### src/reset_pin_config_regs.svh
// constants for the reset-time pin configuration selector
// assumes the includer has the usual timescale and nettype settings
`ifndef RESET_PIN_CONFIG_REGS_SVH
`define RESET_PIN_CONFIG_REGS_SVH
`define SEL_BIT_WIDTH       1
`define SEL_BIT_BOOT        0
`define SEL_BIT_MODE        1
`define SEL_BIT_CTRL        2
`define SEL_BIT_HIGH_LO     3
`define SEL_BIT_HIGH_HI     7
`define SEL_BIT_PORT_E      8
`define SEL_BIT_PORT_F      9
`define SEL_BIT_EMUL        10
`define SEL_BIT_ROM_EMUL    13
`define CHIP_SEL_RESET      5'h1F
`define FIRST_CYCLE_SYSTEM_CLOCK_OUTPUT  4'hA
`define SYSTEM_CLOCK_OUTPUT_DIV          4'h2
`endif

### src/reset_pin_config_pkg.sv
// types for the reset-time pin configuration selector
// assumes nothing of its surroundings
package reset_pin_config_pkg;
    typedef enum logic [1:0] {
        BUS_WIDE   = 2'b00,
        BUS_NARROW = 2'b01,
        BUS_SINGLE = 2'b10
    } bus_mode_t;
    typedef enum logic [1:0] {
        ST_RESET  = 2'b00,
        ST_SAMPLE = 2'b01,
        ST_WAIT   = 2'b10,
        ST_RUN    = 2'b11
    } seq_state_t;
endpackage

### src/reset_pin_config_select.sv
// reset-time pin function selector: latches mode-select levels at reset
// release and drives the pin function selects of the shared pins
// assumes rst_i is synchronous to clk_i and the data pins are raw pins
`include "reset_pin_config_regs.svh"
`timescale 1ns/10ps
`default_nettype none
module reset_pin_config_select (
    input  wire logic        clk_i,
    input  wire logic        rst_i,
    input  wire logic        bus_fault_input_i,
    input  wire logic [15:0] data_pins_i,
    input  wire logic [4:0]  select_pin_assign_reg_i,
    input  wire logic        select_pin_assign_wr_i,
    input  wire logic        low_address_disable_wr_i,
    input  wire logic        low_address_disable_val_i,
    input  wire logic        port_reg_access_i,
    input  wire logic        rom_array_access_i,
    output logic             data_pullup_en_o,
    output logic             system_clock_output_o,
    output logic             config_valid_o,
    output logic             bus_cycle_allowed_o,
    output logic [1:0]       bus_mode_o,
    output logic             emulator_mode_o,
    output logic             addr_high_is_addr_o,
    output logic             data_low_is_port_h_o,
    output logic             data_high_is_port_g_o,
    output logic             addr_mid_is_ports_ab_o,
    output logic [4:0]       high_pins_chip_select_o,
    output logic             low_address_disable_o,
    output logic             boot_memory_select_wide_o,
    output logic             chip_select_zero_en_o,
    output logic             chip_select_three_en_o,
    output logic             chip_select_five_en_o,
    output logic             function_code_one_en_o,
    output logic             fc_cs_are_port_c_o,
    output logic             bus_ctrl_is_port_e_o,
    output logic             irq_clk_is_port_f_o,
    output logic             bus_grant_en_o,
    output logic             grant_acknowledge_en_o,
    output logic             emulation_port_select_o,
    output logic             emulation_rom_select_o
);
    reset_pin_config_pkg::seq_state_t state_r;
    reset_pin_config_pkg::seq_state_t state_nxt;
    reset_pin_config_pkg::bus_mode_t  mode_r;
    reset_pin_config_pkg::bus_mode_t  mode_nxt;
    logic [16:0] sync1_r;
    logic [16:0] sync2_r;
    logic [16:0] sync3_r;
    logic [16:0] stable_r;
    logic [16:0] stable_nxt;
    logic [15:0] strap_r;
    logic [15:0] strap_nxt;
    logic        fault_r;
    logic        fault_nxt;
    logic [3:0]  div_r;
    logic [3:0]  div_nxt;
    logic        clk_out_r;
    logic        clk_out_nxt;
    logic [3:0]  edges_r;
    logic [3:0]  edges_nxt;
    logic [4:0]  chip_sel_r;
    logic [4:0]  chip_sel_nxt;
    logic        abd_r;
    logic        abd_nxt;
    logic        emul_r;
    logic        emul_nxt;
    logic        port_sel_r;
    logic        port_sel_nxt;
    logic        rom_sel_r;
    logic        rom_sel_nxt;
    logic        tick;
    logic        narrow;
    logic        single;

    // three-stage pin synchroniser; only stages two and three are compared
    always_ff @(posedge clk_i) begin
        sync1_r <= {bus_fault_input_i, data_pins_i};
        sync2_r <= sync1_r;
        sync3_r <= sync2_r;
    end

    genvar g;
    generate
        for (g = 0; g < 17; g = g + 1) begin : g_filt
            always_comb begin
                stable_nxt[g] = stable_r[g];
                if (sync2_r[g] == sync3_r[g]) begin
                    stable_nxt[g] = sync3_r[g];
                end
            end
        end
    endgenerate

    // clock-out divider gives the edge count for the first bus cycle
    always_comb begin
        div_nxt     = div_r + 4'h1;
        clk_out_nxt = clk_out_r;
        tick        = 1'b0;
        if (div_r == `SYSTEM_CLOCK_OUTPUT_DIV - 4'h1) begin
            div_nxt     = 4'h0;
            clk_out_nxt = ~clk_out_r;
            tick        = clk_out_r;
        end
    end

    always_comb begin
        state_nxt    = state_r;
        mode_nxt     = mode_r;
        strap_nxt    = strap_r;
        fault_nxt    = fault_r;
        edges_nxt    = edges_r;
        chip_sel_nxt = chip_sel_r;
        abd_nxt      = abd_r;
        emul_nxt     = emul_r;
        unique case (state_r)
            reset_pin_config_pkg::ST_RESET: begin
                state_nxt = reset_pin_config_pkg::ST_SAMPLE;
            end
            reset_pin_config_pkg::ST_SAMPLE: begin
                // one-time capture of the mode levels at release
                strap_nxt = stable_r[15:0];
                fault_nxt = stable_r[16];
                edges_nxt = 4'h0;
                state_nxt = reset_pin_config_pkg::ST_WAIT;
                if (!stable_r[16]) begin
                    mode_nxt = reset_pin_config_pkg::BUS_SINGLE;
                    abd_nxt  = 1'b1;
                    emul_nxt = 1'b0;
                end else if (stable_r[`SEL_BIT_MODE]) begin
                    mode_nxt = reset_pin_config_pkg::BUS_NARROW;
                    abd_nxt  = 1'b0;
                    emul_nxt = 1'b0;
                end else begin
                    mode_nxt = reset_pin_config_pkg::BUS_WIDE;
                    abd_nxt  = 1'b0;
                    emul_nxt = ~stable_r[`SEL_BIT_EMUL];
                end
                chip_sel_nxt = `CHIP_SEL_RESET;
            end
            reset_pin_config_pkg::ST_WAIT: begin
                // bus stays idle for ten clock-out cycles
                if (tick) begin
                    edges_nxt = edges_r + 4'h1;
                    if (edges_r == `FIRST_CYCLE_SYSTEM_CLOCK_OUTPUT - 4'h1) begin
                        state_nxt = reset_pin_config_pkg::ST_RUN;
                    end
                end
            end
            reset_pin_config_pkg::ST_RUN: begin
            end
        endcase
        if (state_r != reset_pin_config_pkg::ST_RESET
            && state_r != reset_pin_config_pkg::ST_SAMPLE) begin
            if (select_pin_assign_wr_i && !single) begin
                chip_sel_nxt = select_pin_assign_reg_i;
            end
            if (low_address_disable_wr_i && single) begin
                abd_nxt = low_address_disable_val_i;
            end
        end
    end

    assign narrow = (mode_r == reset_pin_config_pkg::BUS_NARROW);
    assign single = (mode_r == reset_pin_config_pkg::BUS_SINGLE);

    // emulation selects registered from the qualified accesses
    always_comb begin
        port_sel_nxt = emul_r && port_reg_access_i;
        rom_sel_nxt  = emul_r && rom_array_access_i
                       && !strap_r[`SEL_BIT_ROM_EMUL];
    end

    always_ff @(posedge clk_i) begin
        if (rst_i) begin
            state_r    <= reset_pin_config_pkg::ST_RESET;
            mode_r     <= reset_pin_config_pkg::BUS_WIDE;
            stable_r   <= 17'h1FFFF;
            strap_r    <= 16'hFFFF;
            fault_r    <= 1'b1;
            div_r      <= 4'h0;
            clk_out_r  <= 1'b0;
            edges_r    <= 4'h0;
            chip_sel_r <= `CHIP_SEL_RESET;
            abd_r      <= 1'b0;
            emul_r     <= 1'b0;
            port_sel_r <= 1'b0;
            rom_sel_r  <= 1'b0;
        end else begin
            state_r    <= state_nxt;
            mode_r     <= mode_nxt;
            stable_r   <= stable_nxt;
            strap_r    <= strap_nxt;
            fault_r    <= fault_nxt;
            div_r      <= div_nxt;
            clk_out_r  <= clk_out_nxt;
            edges_r    <= edges_nxt;
            chip_sel_r <= chip_sel_nxt;
            abd_r      <= abd_nxt;
            emul_r     <= emul_nxt;
            port_sel_r <= port_sel_nxt;
            rom_sel_r  <= rom_sel_nxt;
        end
    end

    // pull-ups only while the straps are still being read
    assign data_pullup_en_o      = (state_r == reset_pin_config_pkg::ST_RESET)
                                 || (state_r == reset_pin_config_pkg::ST_SAMPLE);
    assign system_clock_output_o = clk_out_r;
    assign config_valid_o        = (state_r == reset_pin_config_pkg::ST_WAIT)
                                 || (state_r == reset_pin_config_pkg::ST_RUN);
    // the board must have let go of the data lines by now
    assign bus_cycle_allowed_o   = (state_r == reset_pin_config_pkg::ST_RUN)
                                 && !single;
    assign bus_mode_o            = mode_r;
    assign emulator_mode_o       = emul_r;
    assign addr_high_is_addr_o   = ~single;
    assign data_low_is_port_h_o  = ~(mode_r == reset_pin_config_pkg::BUS_WIDE);
    assign data_high_is_port_g_o = single;
    assign addr_mid_is_ports_ab_o = single;
    assign high_pins_chip_select_o = single ? 5'h00 : chip_sel_r;
    assign low_address_disable_o = abd_r;
    // the wide-bus boot size strap is ignored in narrow mode
    assign boot_memory_select_wide_o = single ? 1'b1 :
                                       narrow ? 1'b0 :
                                       strap_r[`SEL_BIT_BOOT];
    assign chip_select_zero_en_o  = single | narrow
                                  | strap_r[`SEL_BIT_CTRL];
    assign chip_select_three_en_o = ~single & (narrow
                                  | strap_r[`SEL_BIT_CTRL]);
    assign chip_select_five_en_o  = ~single & (narrow
                                  | strap_r[`SEL_BIT_CTRL]);
    assign function_code_one_en_o = ~single;
    assign fc_cs_are_port_c_o     = single;
    // single-chip forces every port regardless of straps
    assign bus_ctrl_is_port_e_o   = single
                                  | ~strap_r[`SEL_BIT_PORT_E];
    assign irq_clk_is_port_f_o    = single
                                  | ~strap_r[`SEL_BIT_PORT_F];
    assign bus_grant_en_o         = ~emul_r;
    assign grant_acknowledge_en_o = ~emul_r;
    assign emulation_port_select_o = port_sel_r;
    assign emulation_rom_select_o  = rom_sel_r;
    // unused capture bit kept for observability of the stored fault level
    logic unused_fault;
    assign unused_fault = fault_r;
endmodule // reset_pin_config_select
`default_nettype wire

### config.mk
export PLATFORM = sky130hd
export DESIGN_NAME = reset_pin_config_select
export DESIGN_NICKNAME = d
export VERILOG_FILES = /design/src/reset_pin_config_pkg.sv /design/src/reset_pin_config_select.sv
export VERILOG_INCLUDE_DIRS = /design/src /design/src/src
export SDC_FILE = /design/constraint.sdc
export NUM_CORES = 1
export LEC_CHECK = 0
export BUFFER_PORTS_ARGS = -buffer_cell sky130_fd_sc_hd__buf_2
export CORE_ASPECT_RATIO = 1.4
export CORE_MARGIN = 1.5
export CORE_UTILIZATION = 55
export CTS_CLUSTER_SIZE = 14
export DETAILED_ROUTE_END_ITERATION = 8
export PLACE_DENSITY_LB_ADDON = 0.15
export SYNTH_ARGS = -nofsm -noshare
export SYNTH_HDL_FRONTEND = slang
export SYNTH_SLANG_ARGS = --single-unit
### constraint.sdc
create_clock -name clk_i -period 3.85 [get_ports clk_i]
set_input_delay 0.5775 -clock clk_i [delete_from_list [all_inputs] [get_ports clk_i]]
set_output_delay 0.5775 -clock clk_i [all_outputs]
set_load 0.02 [all_outputs]
==> results of run 1 <==
final cells by class:
| cell class | instances | area, µm² | area share (%) |
|---|---|---|---|
| flip-flops and latches | 59 | 1181 | 45.17 |
| repair buffers | 48 | 240.2 | 9.187 |
| multi-input cells | 128 | 885.9 | 33.88 |
| clock buffers | 11 | 131.4 | 5.024 |
| well taps | 43 | 53.80 | 2.057 |
| clock inverters | 5 | 77.57 | 2.967 |
| inverters | 12 | 45.04 | 1.722 |
path summary, 6_finish.rpt:
kind	from	end	slack (ns)	cells after the start
max	state_r[1]$_SDFFE_PP0P_	data_pullup_en_o	1.27	5
min	sync1_r[10]$_DFF_P_	sync2_r[10]$_DFF_P_	0.32	0
max reg2reg	state_r[1]$_SDFFE_PP0P_	chip_sel_r[0]$_SDFF_PP1_	1.71	5
min reg2reg	sync1_r[10]$_DFF_P_	sync2_r[10]$_DFF_P_	0.32	0
layout by cell type, fill, tap and decap left out, types with 2 or more instances in the layout:
master and n:
o21bai_1 13, clkinv_2 2, ha_1 13, a211o_1 5, nor2_1 21, dfxtp_1 59
or2_2 2, bufinv_16 2, buf_2 48, clkbuf_1 2, nor2b_1 11, nand2b_1 8
inv_1 12, nand2_1 4, nor3b_1 2, nor4b_1 2, o211ai_1 2, or4_1 2
xnor2_1 2, clkbuf_8 9, nor3_1 8, nand3_1 3, a21oi_1 15
cell families after synthesis:
logic type	count (synthesis)
AOI/OAI and AO/OA	41
xor gates and xnor gates	3
buffers and inverters	24
muxes	2
adders and majority gates	13
DFF	59
and+or+nand+nor	69
power breakdown:
| group | switching (mW) | internal (mW) |
|---|---|---|
| sequential | 0.0413 | 0.678 |
| clock | 0.225 | 0.362 |
| combinational | 0.266 | 0.184 |
sequential cells by signal (all words and copies together) (netlist names), 2 cells and up:
register    cells
state_r         2
div_r           4
bus_mode_o      2
strap_r         5
sync1_r         8
stable_r        8
edges_r         4
sync3_r         8
chip_sel_r      5
sync2_r         8
synth_stat cells, types with 3 or more instances:
cell      number
a211o_1        5
a21oi_1       15
buf_4          5
clkbuf_1       4
dfxtp_1       59
ha_1          13
inv_1         12
nand2_1        4
nand2b_1       8
nand3_1        3
nor2_1        21
nor2b_1       11
nor3_1         8
o21bai_1      13
layer usage:
metal	global-route usage, %	wire [µm]	vias to the layer above
li1	-	-	803
met1	21.79	1640	684
met2	30.24	1713	47
met3	7.667	217	6
met4	9.286	75	0
met5	0	0	-
worst max-delay path: cells and delay by family (launching register included):
kind	cells	cell delay (ns)
adder cells (fa/ha/maj)	1	0.76
buffers and inverters	3	0.35
flip-flops	1	0.34
AND/OR/NAND/NOR	1	0.24
==> metrics.cfg, run 1 <==
[timing]
relSlewSlack_pct = 40.13
timing.fmax_mhz = 387.1
grt_setup_unrepaired = false
tns_ns = 0
finalCriticalPeriod_ns = 2.583
setup_slack_ns = 1.267
period_share_pct = 67.10
fin_skew_ns = 0.01057
finalHoldViolations = 0
setup_viol = 0
tightest_slew_ns = 0.8980
worst_hold_slack_ns = 0.3239
drv_slew = 0

[layout]
fin_cells = 306
layout-drive-gt1-share_pct = 25.86
n_antenna_cell = 0
area_growth_pct = 19.36
finalCoreUtilization_pct = 67.31
num-fill-cells = 310
num-nets-final = 300
fin_area_um2 = 2615

[synthesis]
synth_top_area_share_pct = 53.91
synth-async-reset-ratio_pct = 0
yosysWarnings = 0
synth_edf_count = 0
synth_seq_cells = 59
syn_nets = 253
synth_cell_types = 37
synth_area_leaders = dfxtp_1, ha_1, o21bai_1, nor2_1, a21oi_1
synth_top_area_cell = dfxtp_1
synth_mux_area_share_pct = 1.142
synthFlopType = dfxtp_1
syn_area_um2 = 2191
yosys.area_share.simple_pct = 17.08
ys_seq_area_share_pct = 53.91
synth_compound_area_share_pct = 13.59
synth_top_family_by_area = simple AND/OR/NAND/NOR gates
syn_area_per_cell_um2 = 10.38
synthAdderAreaFrac_pct = 7.424
synthXorXnorAreaFrac_pct = 1.199
syn_inst = 211

[detailed_routing]
first_pass_iters = 4
wl_per_cell_um = 11.92
drt-vias-per-instance = 5.033
vias = 1540
drc_errors = 0
drt_iter0_drc = 46
ant_nets = 0
drt_wl_total_mm = 3.647

[clock_tree]
cts_resized = 0
cts_buffers = 9
cts_tree = built
clockBufferDepth = 2
post_cts_buffers = 0
cts.htree.levels = 3
clk-insertion-delay-late_ns = 0.33
ctsHoldBuffers = 0
clk_pin_slew_ns = 0.06
root_buffer = clkbuf_8
clkSinkCount = 59

[floorplan]
die_y_um = 77.68
die-area_um2 = 4376
die_w_um = 56.34
core_area_um2 = 3885
ioPinCount = 58
rows = 27
start_util_pct = 56.39

[setup_path]
crit_fanout = 26
crit_path_end_kind = output port
cp_slowest_stage_delay_ns = 0.76
crit_top_cell = inv_1
cp_cell_sequence = inv_1, ha_1, nor2_1, inv_1, buf_2
crit_slowest_cell = ha_1
start_kind = register
cp.required_ns = 3.27
critPathKind = reg -> out
worstPathArrival_ns = 2.01

[placement]
post-place-ws_ns = 1.605
placed_cell_area_um2 = 2406
gp_congestion = 0.7312
hpwlAfterDp_mm = 2.416
dp_cells = 290
port_buffers = 48

[global_routing]
grt_antenna_before_repair = 0
grt_max_degree = 38
gr-total-overflow = 0
grt_pass1_wl_mm = 6.258
track_usage_pct = 18.94
grt_pass1_vias = 1422

[power]
peakVddDrop_v = 0.0004557
leakage_nw = 1.164
p_total_mw = 1.757
power_density_nw_per_um2 = 671.8

[run]
max-cap-violations = 0

[worst_hold_path]
hold_path_class = reg -> reg

[status]
outcome = complete, no violations

Note: power is estimated with default switching activity, not from simulation.
==> inputs of run 2 (changes only) <==
Settings changed: CORE_UTILIZATION 55 to 46.
Clock period 3.85 ns to 2.15 ns, I/O delays scaled along.
==> run 2 against run 1 <==
Final cell count rose by 6.5%; sequential share of layout area decreased by 0.32 points; combinational power up 84%; critical path type is now reg -> reg; critical path depth is 1 lower; count of clock-buffer cells in the layout is the same; clock power increased by 57%; largest cell class unchanged.
==> metrics.cfg, run 2 (synthesized netlist as in run 1, its figures left out) <==
[power]
swShare_pct = 30.63  ; +0.30 points
p_seq_share_pct = 42.3  ; +1.4 points
p_comb_share_pct = 27.2  ; +1.6 points
power_density_nw_per_um2 = 1153  ; +72%
internal_power_mw = 2.108  ; +72%
peakVddDrop_v = 0.0006339  ; +39%
leakage_nw = 1.172  ; +0.65%
p_clk_share_pct = 30.5  ; -3.0 points
p_total_mw = 3.038  ; +73%
p_sw_mw = 0.9304  ; +75%

[setup_path]
critPathKind = reg -> reg
crit_end = state_r[0]$_SDFFE_PP0P_
worstSetupStartpoint = div_r[0]$_SDFF_PP0_
rr_endpoint = state_r[0]$_SDFFE_PP0P_
r2r-start = div_r[0]$_SDFF_PP0_
worstPathArrival_ns = 2.06  ; +0.05 ns
crit_fanout = 9  ; -65%
rr_worst_depth = 4  ; -1
reg2reg_slack_ns = 0.30  ; -1.41 ns
cp.required_ns = 2.36  ; -0.91 ns
start_kind = register
crit_path_end_kind = register

[global_routing]
grt_pass1_wl_mm = 5.492  ; -12%
track_usage_pct = 14.74  ; -4.2 points
grt_antenna_before_repair = 0  ; unchanged
grt_pass1_vias = 1269  ; -11%
gr-total-overflow = 0  ; unchanged
grt_max_degree = 38  ; unchanged

[floorplan]
die-area_um2 = 5191  ; +19%
die_w_um = 61.33  ; +8.8%
core_area_um2 = 4572  ; +18%
die_y_um = 84.66  ; +9.0%
start_util_pct = 47.92  ; -8.5 points
rows = 29  ; +7.4%
ioPinCount = 58  ; unchanged

[placement]
port_buffers = 48  ; unchanged
hpwlAfterDp_mm = 2.386  ; -1.3%
placed_cell_area_um2 = 2452  ; +1.9%
post-place-ws_ns = 0.3158  ; -1.289 ns
gp_congestion = 0.6729  ; -8.0%

[timing]
setup_viol = 0  ; unchanged
finalCriticalPeriod_ns = 1.847
worst_hold_slack_ns = 0.09229  ; -0.2316 ns
period_share_pct = 85.90
timing.fmax_mhz = 541.5
setup_slack_ns = 0.3032  ; -0.9635 ns
tns_ns = 0  ; unchanged
fin_skew_ns = 0.005148  ; -0.005420 ns
tightest_slew_ns = 0.6179  ; -0.2801 ns
grt_setup_unrepaired = false
relSlewSlack_pct = 58.81  ; +19 points
drv_slew = 0  ; unchanged
finalHoldViolations = 0  ; unchanged

[clock_tree]
clk-insertion-delay-late_ns = 0.32  ; about the same
cts_buffers = 9  ; unchanged
root_buffer = clkbuf_8
clockBufferDepth = 2  ; unchanged
cts_resized = 0  ; unchanged
cts.htree.levels = 3  ; unchanged
clk_pin_slew_ns = 0.06  ; about the same
cts_tree = built
post_cts_buffers = 0  ; unchanged
ctsHoldBuffers = 0  ; unchanged
clkSinkCount = 59  ; unchanged

[layout]
fin_area_um2 = 2634  ; +0.72%
n_antenna_cell = 0  ; unchanged
final_common_cell = dfxtp_1
mostFrequentLayoutCells = dfxtp_1, buf_2, nor2_1
area_growth_pct = 20.22
num-fill-cells = 445  ; +44%
layout-drive-gt1-share_pct = 26.52  ; +0.66 points
num-nets-final = 303  ; +1.0%

[status]
outcome = complete, no violations

[detailed_routing]
drc_errors = 0  ; unchanged
drt-vias-per-instance = 4.816  ; -4.3%
drt_wl_total_mm = 3.605  ; -1.2%
ant_nets = 0  ; unchanged
vias = 1570  ; +1.9%
first_pass_iters = 4  ; unchanged
wl_per_cell_um = 11.06  ; -7.2%
drt_iter0_drc = 58  ; +26%

[run]
max-cap-violations = 0  ; unchanged

[worst_hold_path]
min_path_cells = 1  ; +1
hold_path_class = in -> reg

[run 2: cell types whose count changed in the layout (fill, tap and decap cells not counted), sizes merged]
cell,change
buf,+3
bufinv,-1
clkinvlp,-1
[run 2: layout make-up]
class / instances / area, µm² / share of cell area [%]
Sequential cell: 59 / 1181 / 44.85
Multi-Input combinational cell: 128 / 885.9 / 33.63
Timing Repair Buffer: 51 / 262.8 / 9.976
Clock buffer: 11 / 141.4 / 5.368
Tap cell: 62 / 77.57 / 2.945
Inverter: 12 / 45.04 / 1.710
Clock inverter: 3 / 40.04 / 1.520
[run 2: worst min path at each step]
stage	startpoint	endpoint	slack, ns
global placement	sync1_r[9]$_DFF_P_	sync2_r[9]$_DFF_P_	0.31
global route	data_pins_i[0]	sync1_r[0]$_DFF_P_	0.07
detailed placement	sync1_r[16]$_DFF_P_	sync2_r[16]$_DFF_P_	0.31
floorplan	sync1_r[0]$_DFF_P_	sync2_r[0]$_DFF_P_	0.31
finish	data_pins_i[1]	sync1_r[1]$_DFF_P_	0.09
CTS	data_pins_i[0]	sync1_r[0]$_DFF_P_	0.08
[run 2: per-layer routing]
layer | track usage, % | wire length (µm) | up-vias
met3 | 4.622 | 179 | 8
met5 | 0 | 0 | -
met4 | 10.67 | 95 | 0
met2 | 21.76 | 1640 | 45
li1 | - | - | 817
met1 | 17.40 | 1690 | 700
[run 2: power by group through the flow]
stage / Clock (mW) / Sequential, mW / Combinational, mW
after global routing: 1.01 / 1.30 / 0.916
after global placement: 0 / 1.31 / 0.831
after detailed placement: 0 / 1.31 / 0.837
after CTS: 0.962 / 1.29 / 0.840
final: 0.925 / 1.29 / 0.827
after floorplan: 0 / 1.31 / 0.615
[run 2: critical path, stage by stage (launching register included)]
cell     delay, ns
dfxtp_1       0.37
ha_1          0.17
or3b_1        0.48
o32a_4        0.42
mux2_4        0.30
[run 2: metrics by stage]
step	cells	utilization (%)
final	326	57.61
after global routing	326	57.61
after CTS	326	57.61
after detailed placement	312	53.64
after global placement	312	53.64
after floorplan	211	-
==> inputs of run 3 (changes only) <==
Settings changed: CAP_MARGIN from default to 20.
Clock period 2.15 ns to 1.53 ns, I/O delays scaled along.
==> run 3 against run 2 <==
The flow now finishes with violations (negative setup slack); first-iteration DRC count up 43%; die area did not move; sequential cell count did not move; core utilization is 15 points higher; critical path depth up 1; non-clock buffer count increased by 34; clock skew about the same; combinational power up 140%; worst setup slack worse by 0.41 ns; via count rose by 11%; clock power up 64%; total power increased by 78%; largest power group is now combinational cells.
==> metrics.cfg, run 3 (synthesized netlist as in run 1, its figures left out) <==
[placement]
post-place-ws_ns = -0.1079  ; -0.4238 ns
placed_cell_area_um2 = 2630  ; +7.2%
hpwlAfterDp_mm = 2.806  ; +18%
gp_congestion = 0.7936  ; +18%
port_buffers = 48  ; unchanged

[timing]
tightest_slew_ns = 0.4675  ; -0.1504 ns
drv_slew = 0  ; unchanged
finalCriticalPeriod_ns = 1.636
finalHoldViolations = 0  ; unchanged
grt_setup_unrepaired = true
setup_slack_ns = -0.1062  ; -0.4094 ns
setup_viol = 15  ; +15
timing.fmax_mhz = 611.2
relSlewSlack_pct = 68.83  ; +10 points
tns_ns = -0.7746  ; -0.7746 ns
fin_skew_ns = 0.005345  ; +0.0001968 ns
period_share_pct = 106.9

[setup_path]
crit_slowest_cell = dfxtp_2
r2r-start = div_r[1]$_SDFF_PP0_
worstPathArrival_ns = 1.41  ; -0.65 ns
cp_cell_sequence = buf_6, ha_4, buf_8, nor2b_1, buf_4
cp.depth = 5  ; +1
reg2reg_slack_ns = -0.10  ; -0.40 ns
crit_buf_inv = 3  ; +3
cp.required_ns = 1.30  ; -1.06 ns
crit_path_end_kind = output port
start_kind = register
crit_fanout = 6  ; -3
critPathKind = reg -> out
worstSetupStartpoint = bus_mode_o[1]$_SDFFE_PP0P_
rr_worst_depth = 5  ; +1
cp_top_family = buffers and inverters
cp_slowest_stage_delay_ns = 0.35  ; -0.13 ns

[clock_tree]
cts.htree.levels = 3  ; unchanged
clockBufferDepth = 2  ; unchanged
cts_tree = built
cts_buffers = 9  ; unchanged
root_buffer = clkbuf_8
clk_pin_slew_ns = 0.06  ; about the same
clk-insertion-delay-late_ns = 0.33  ; about the same
clkSinkCount = 59  ; unchanged

[power]
p_total_mw = 5.399  ; +78%
peakVddDrop_v = 0.001053  ; +66%
leakage_nw = 1.456  ; +24%
power_density_nw_per_um2 = 1627  ; +41%

[detailed_routing]
drt_wl_total_mm = 4.625  ; +28%
wl_per_cell_um = 12.78  ; +16%
ant_nets = 0  ; unchanged
first_pass_iters = 4  ; unchanged
drt-vias-per-instance = 4.823  ; +0.15%
vias = 1746  ; +11%
drc_errors = 0  ; unchanged
drt_iter0_drc = 83  ; +43%

[global_routing]
grt_max_degree = 26  ; -32%
grt_pass1_wl_mm = 7.141  ; +30%
track_usage_pct = 18.69  ; +3.9 points
gr-total-overflow = 0  ; unchanged
grt_pass1_vias = 1661  ; +31%
grt_antenna_before_repair = 0  ; unchanged

[worst_hold_path]
hold_start = select_pin_assign_reg_i[4]
min_path_cells = 3  ; +2
hold_path_class = in -> reg

[layout]
num-fill-cells = 340  ; -24%
finalCoreUtilization_pct = 72.61  ; +15 points
final-seq-area_um2 = 1196  ; +1.3%
area_growth_pct = 51.51
multiInputGateArea_um2 = 1112  ; +26%
num-nets-final = 337  ; +11%
final_common_cell = dfxtp_1
fin_area_um2 = 3319  ; +26%
layout-drive-gt1-share_pct = 46.00  ; +19 points
mostFrequentLayoutCells = dfxtp_1, buf_2, buf_6
n_antenna_cell = 0  ; unchanged

[floorplan]
die_w_um = 61.33  ; unchanged
die-area_um2 = 5191  ; unchanged
ioPinCount = 58  ; unchanged
start_util_pct = 47.92  ; unchanged
die_y_um = 84.66  ; unchanged
core_area_um2 = 4572  ; unchanged
rows = 29  ; unchanged

[status]
outcome = complete, but fails checks
violations = negative setup slack

[run]
max-cap-violations = 0  ; unchanged

==> run 3: path summary, 6_finish.rpt <==
kind                           endpoint
min reg2reg          sync2_r[9]$_DFF_P_
max reg2reg     state_r[0]$_SDFFE_PP0P_
max          high_pins_chip_select_o[2]
min            chip_sel_r[4]$_SDFF_PP1_
==> run 3: worst register-to-register path, delay by kind of cell (launching register included) <==
family,cells,cell delay (ns)
compound gates,1,0.34
flops,1,0.32
buf+inv,1,0.06
simple gates,1,0.39
fa+ha+maj,1,0.11
mux,1,0.30
==> run 3: routing by layer <==
metal | global-route usage, % | vias to the layer above | part of all wire [%]
li1 | - | 881 | -
met1 | 21.41 | 814 | 42
met2 | 29.50 | 39 | 52
met3 | 6.626 | 12 | 3.6
met4 | 9.881 | 0 | 2.3
met5 | 0 | - | 0
==> run 3: timing repair <==
action | in CTS | in global routing
setup endpoints to repair | 27 | 27
gates cloned | 1 | 0
resized for setup | 55 | 42
pin swaps | 7 | 10
hold buffers | 8 | 0
setup buffers | 6 | 3
endpoints found under the hold margin | 8 | 0
==> run 3: stage by stage <==
step,hold WS (ns),instances
2_1_floorplan,0.2572,211
3_3_place_gp,0.3106,331
3_5_place_dp,0.3121,331
4_1_cts,0.1369,360
5_1_grt,0.1504,362
6_report,0.1453,362
==> run 3: where the power goes <==
group | switching, mW | internal, mW | total [mW]
clock | 0.563 | 0.962 | 1.52
sequential | 0.131 | 1.72 | 1.85
combinational | 0.964 | 1.06 | 2.02
total | 1.66 | 3.74 | 5.40
==> run 3: final cells by class <==
class	count	share of cell area [%]
Timing Repair Buffer	85	19.79
Multi-Input combinational cell	128	33.51
Sequential cell	59	36.03
Clock buffer	12	4.372
Tap cell	62	2.337
Inverter	12	1.734
Clock inverter	4	2.224
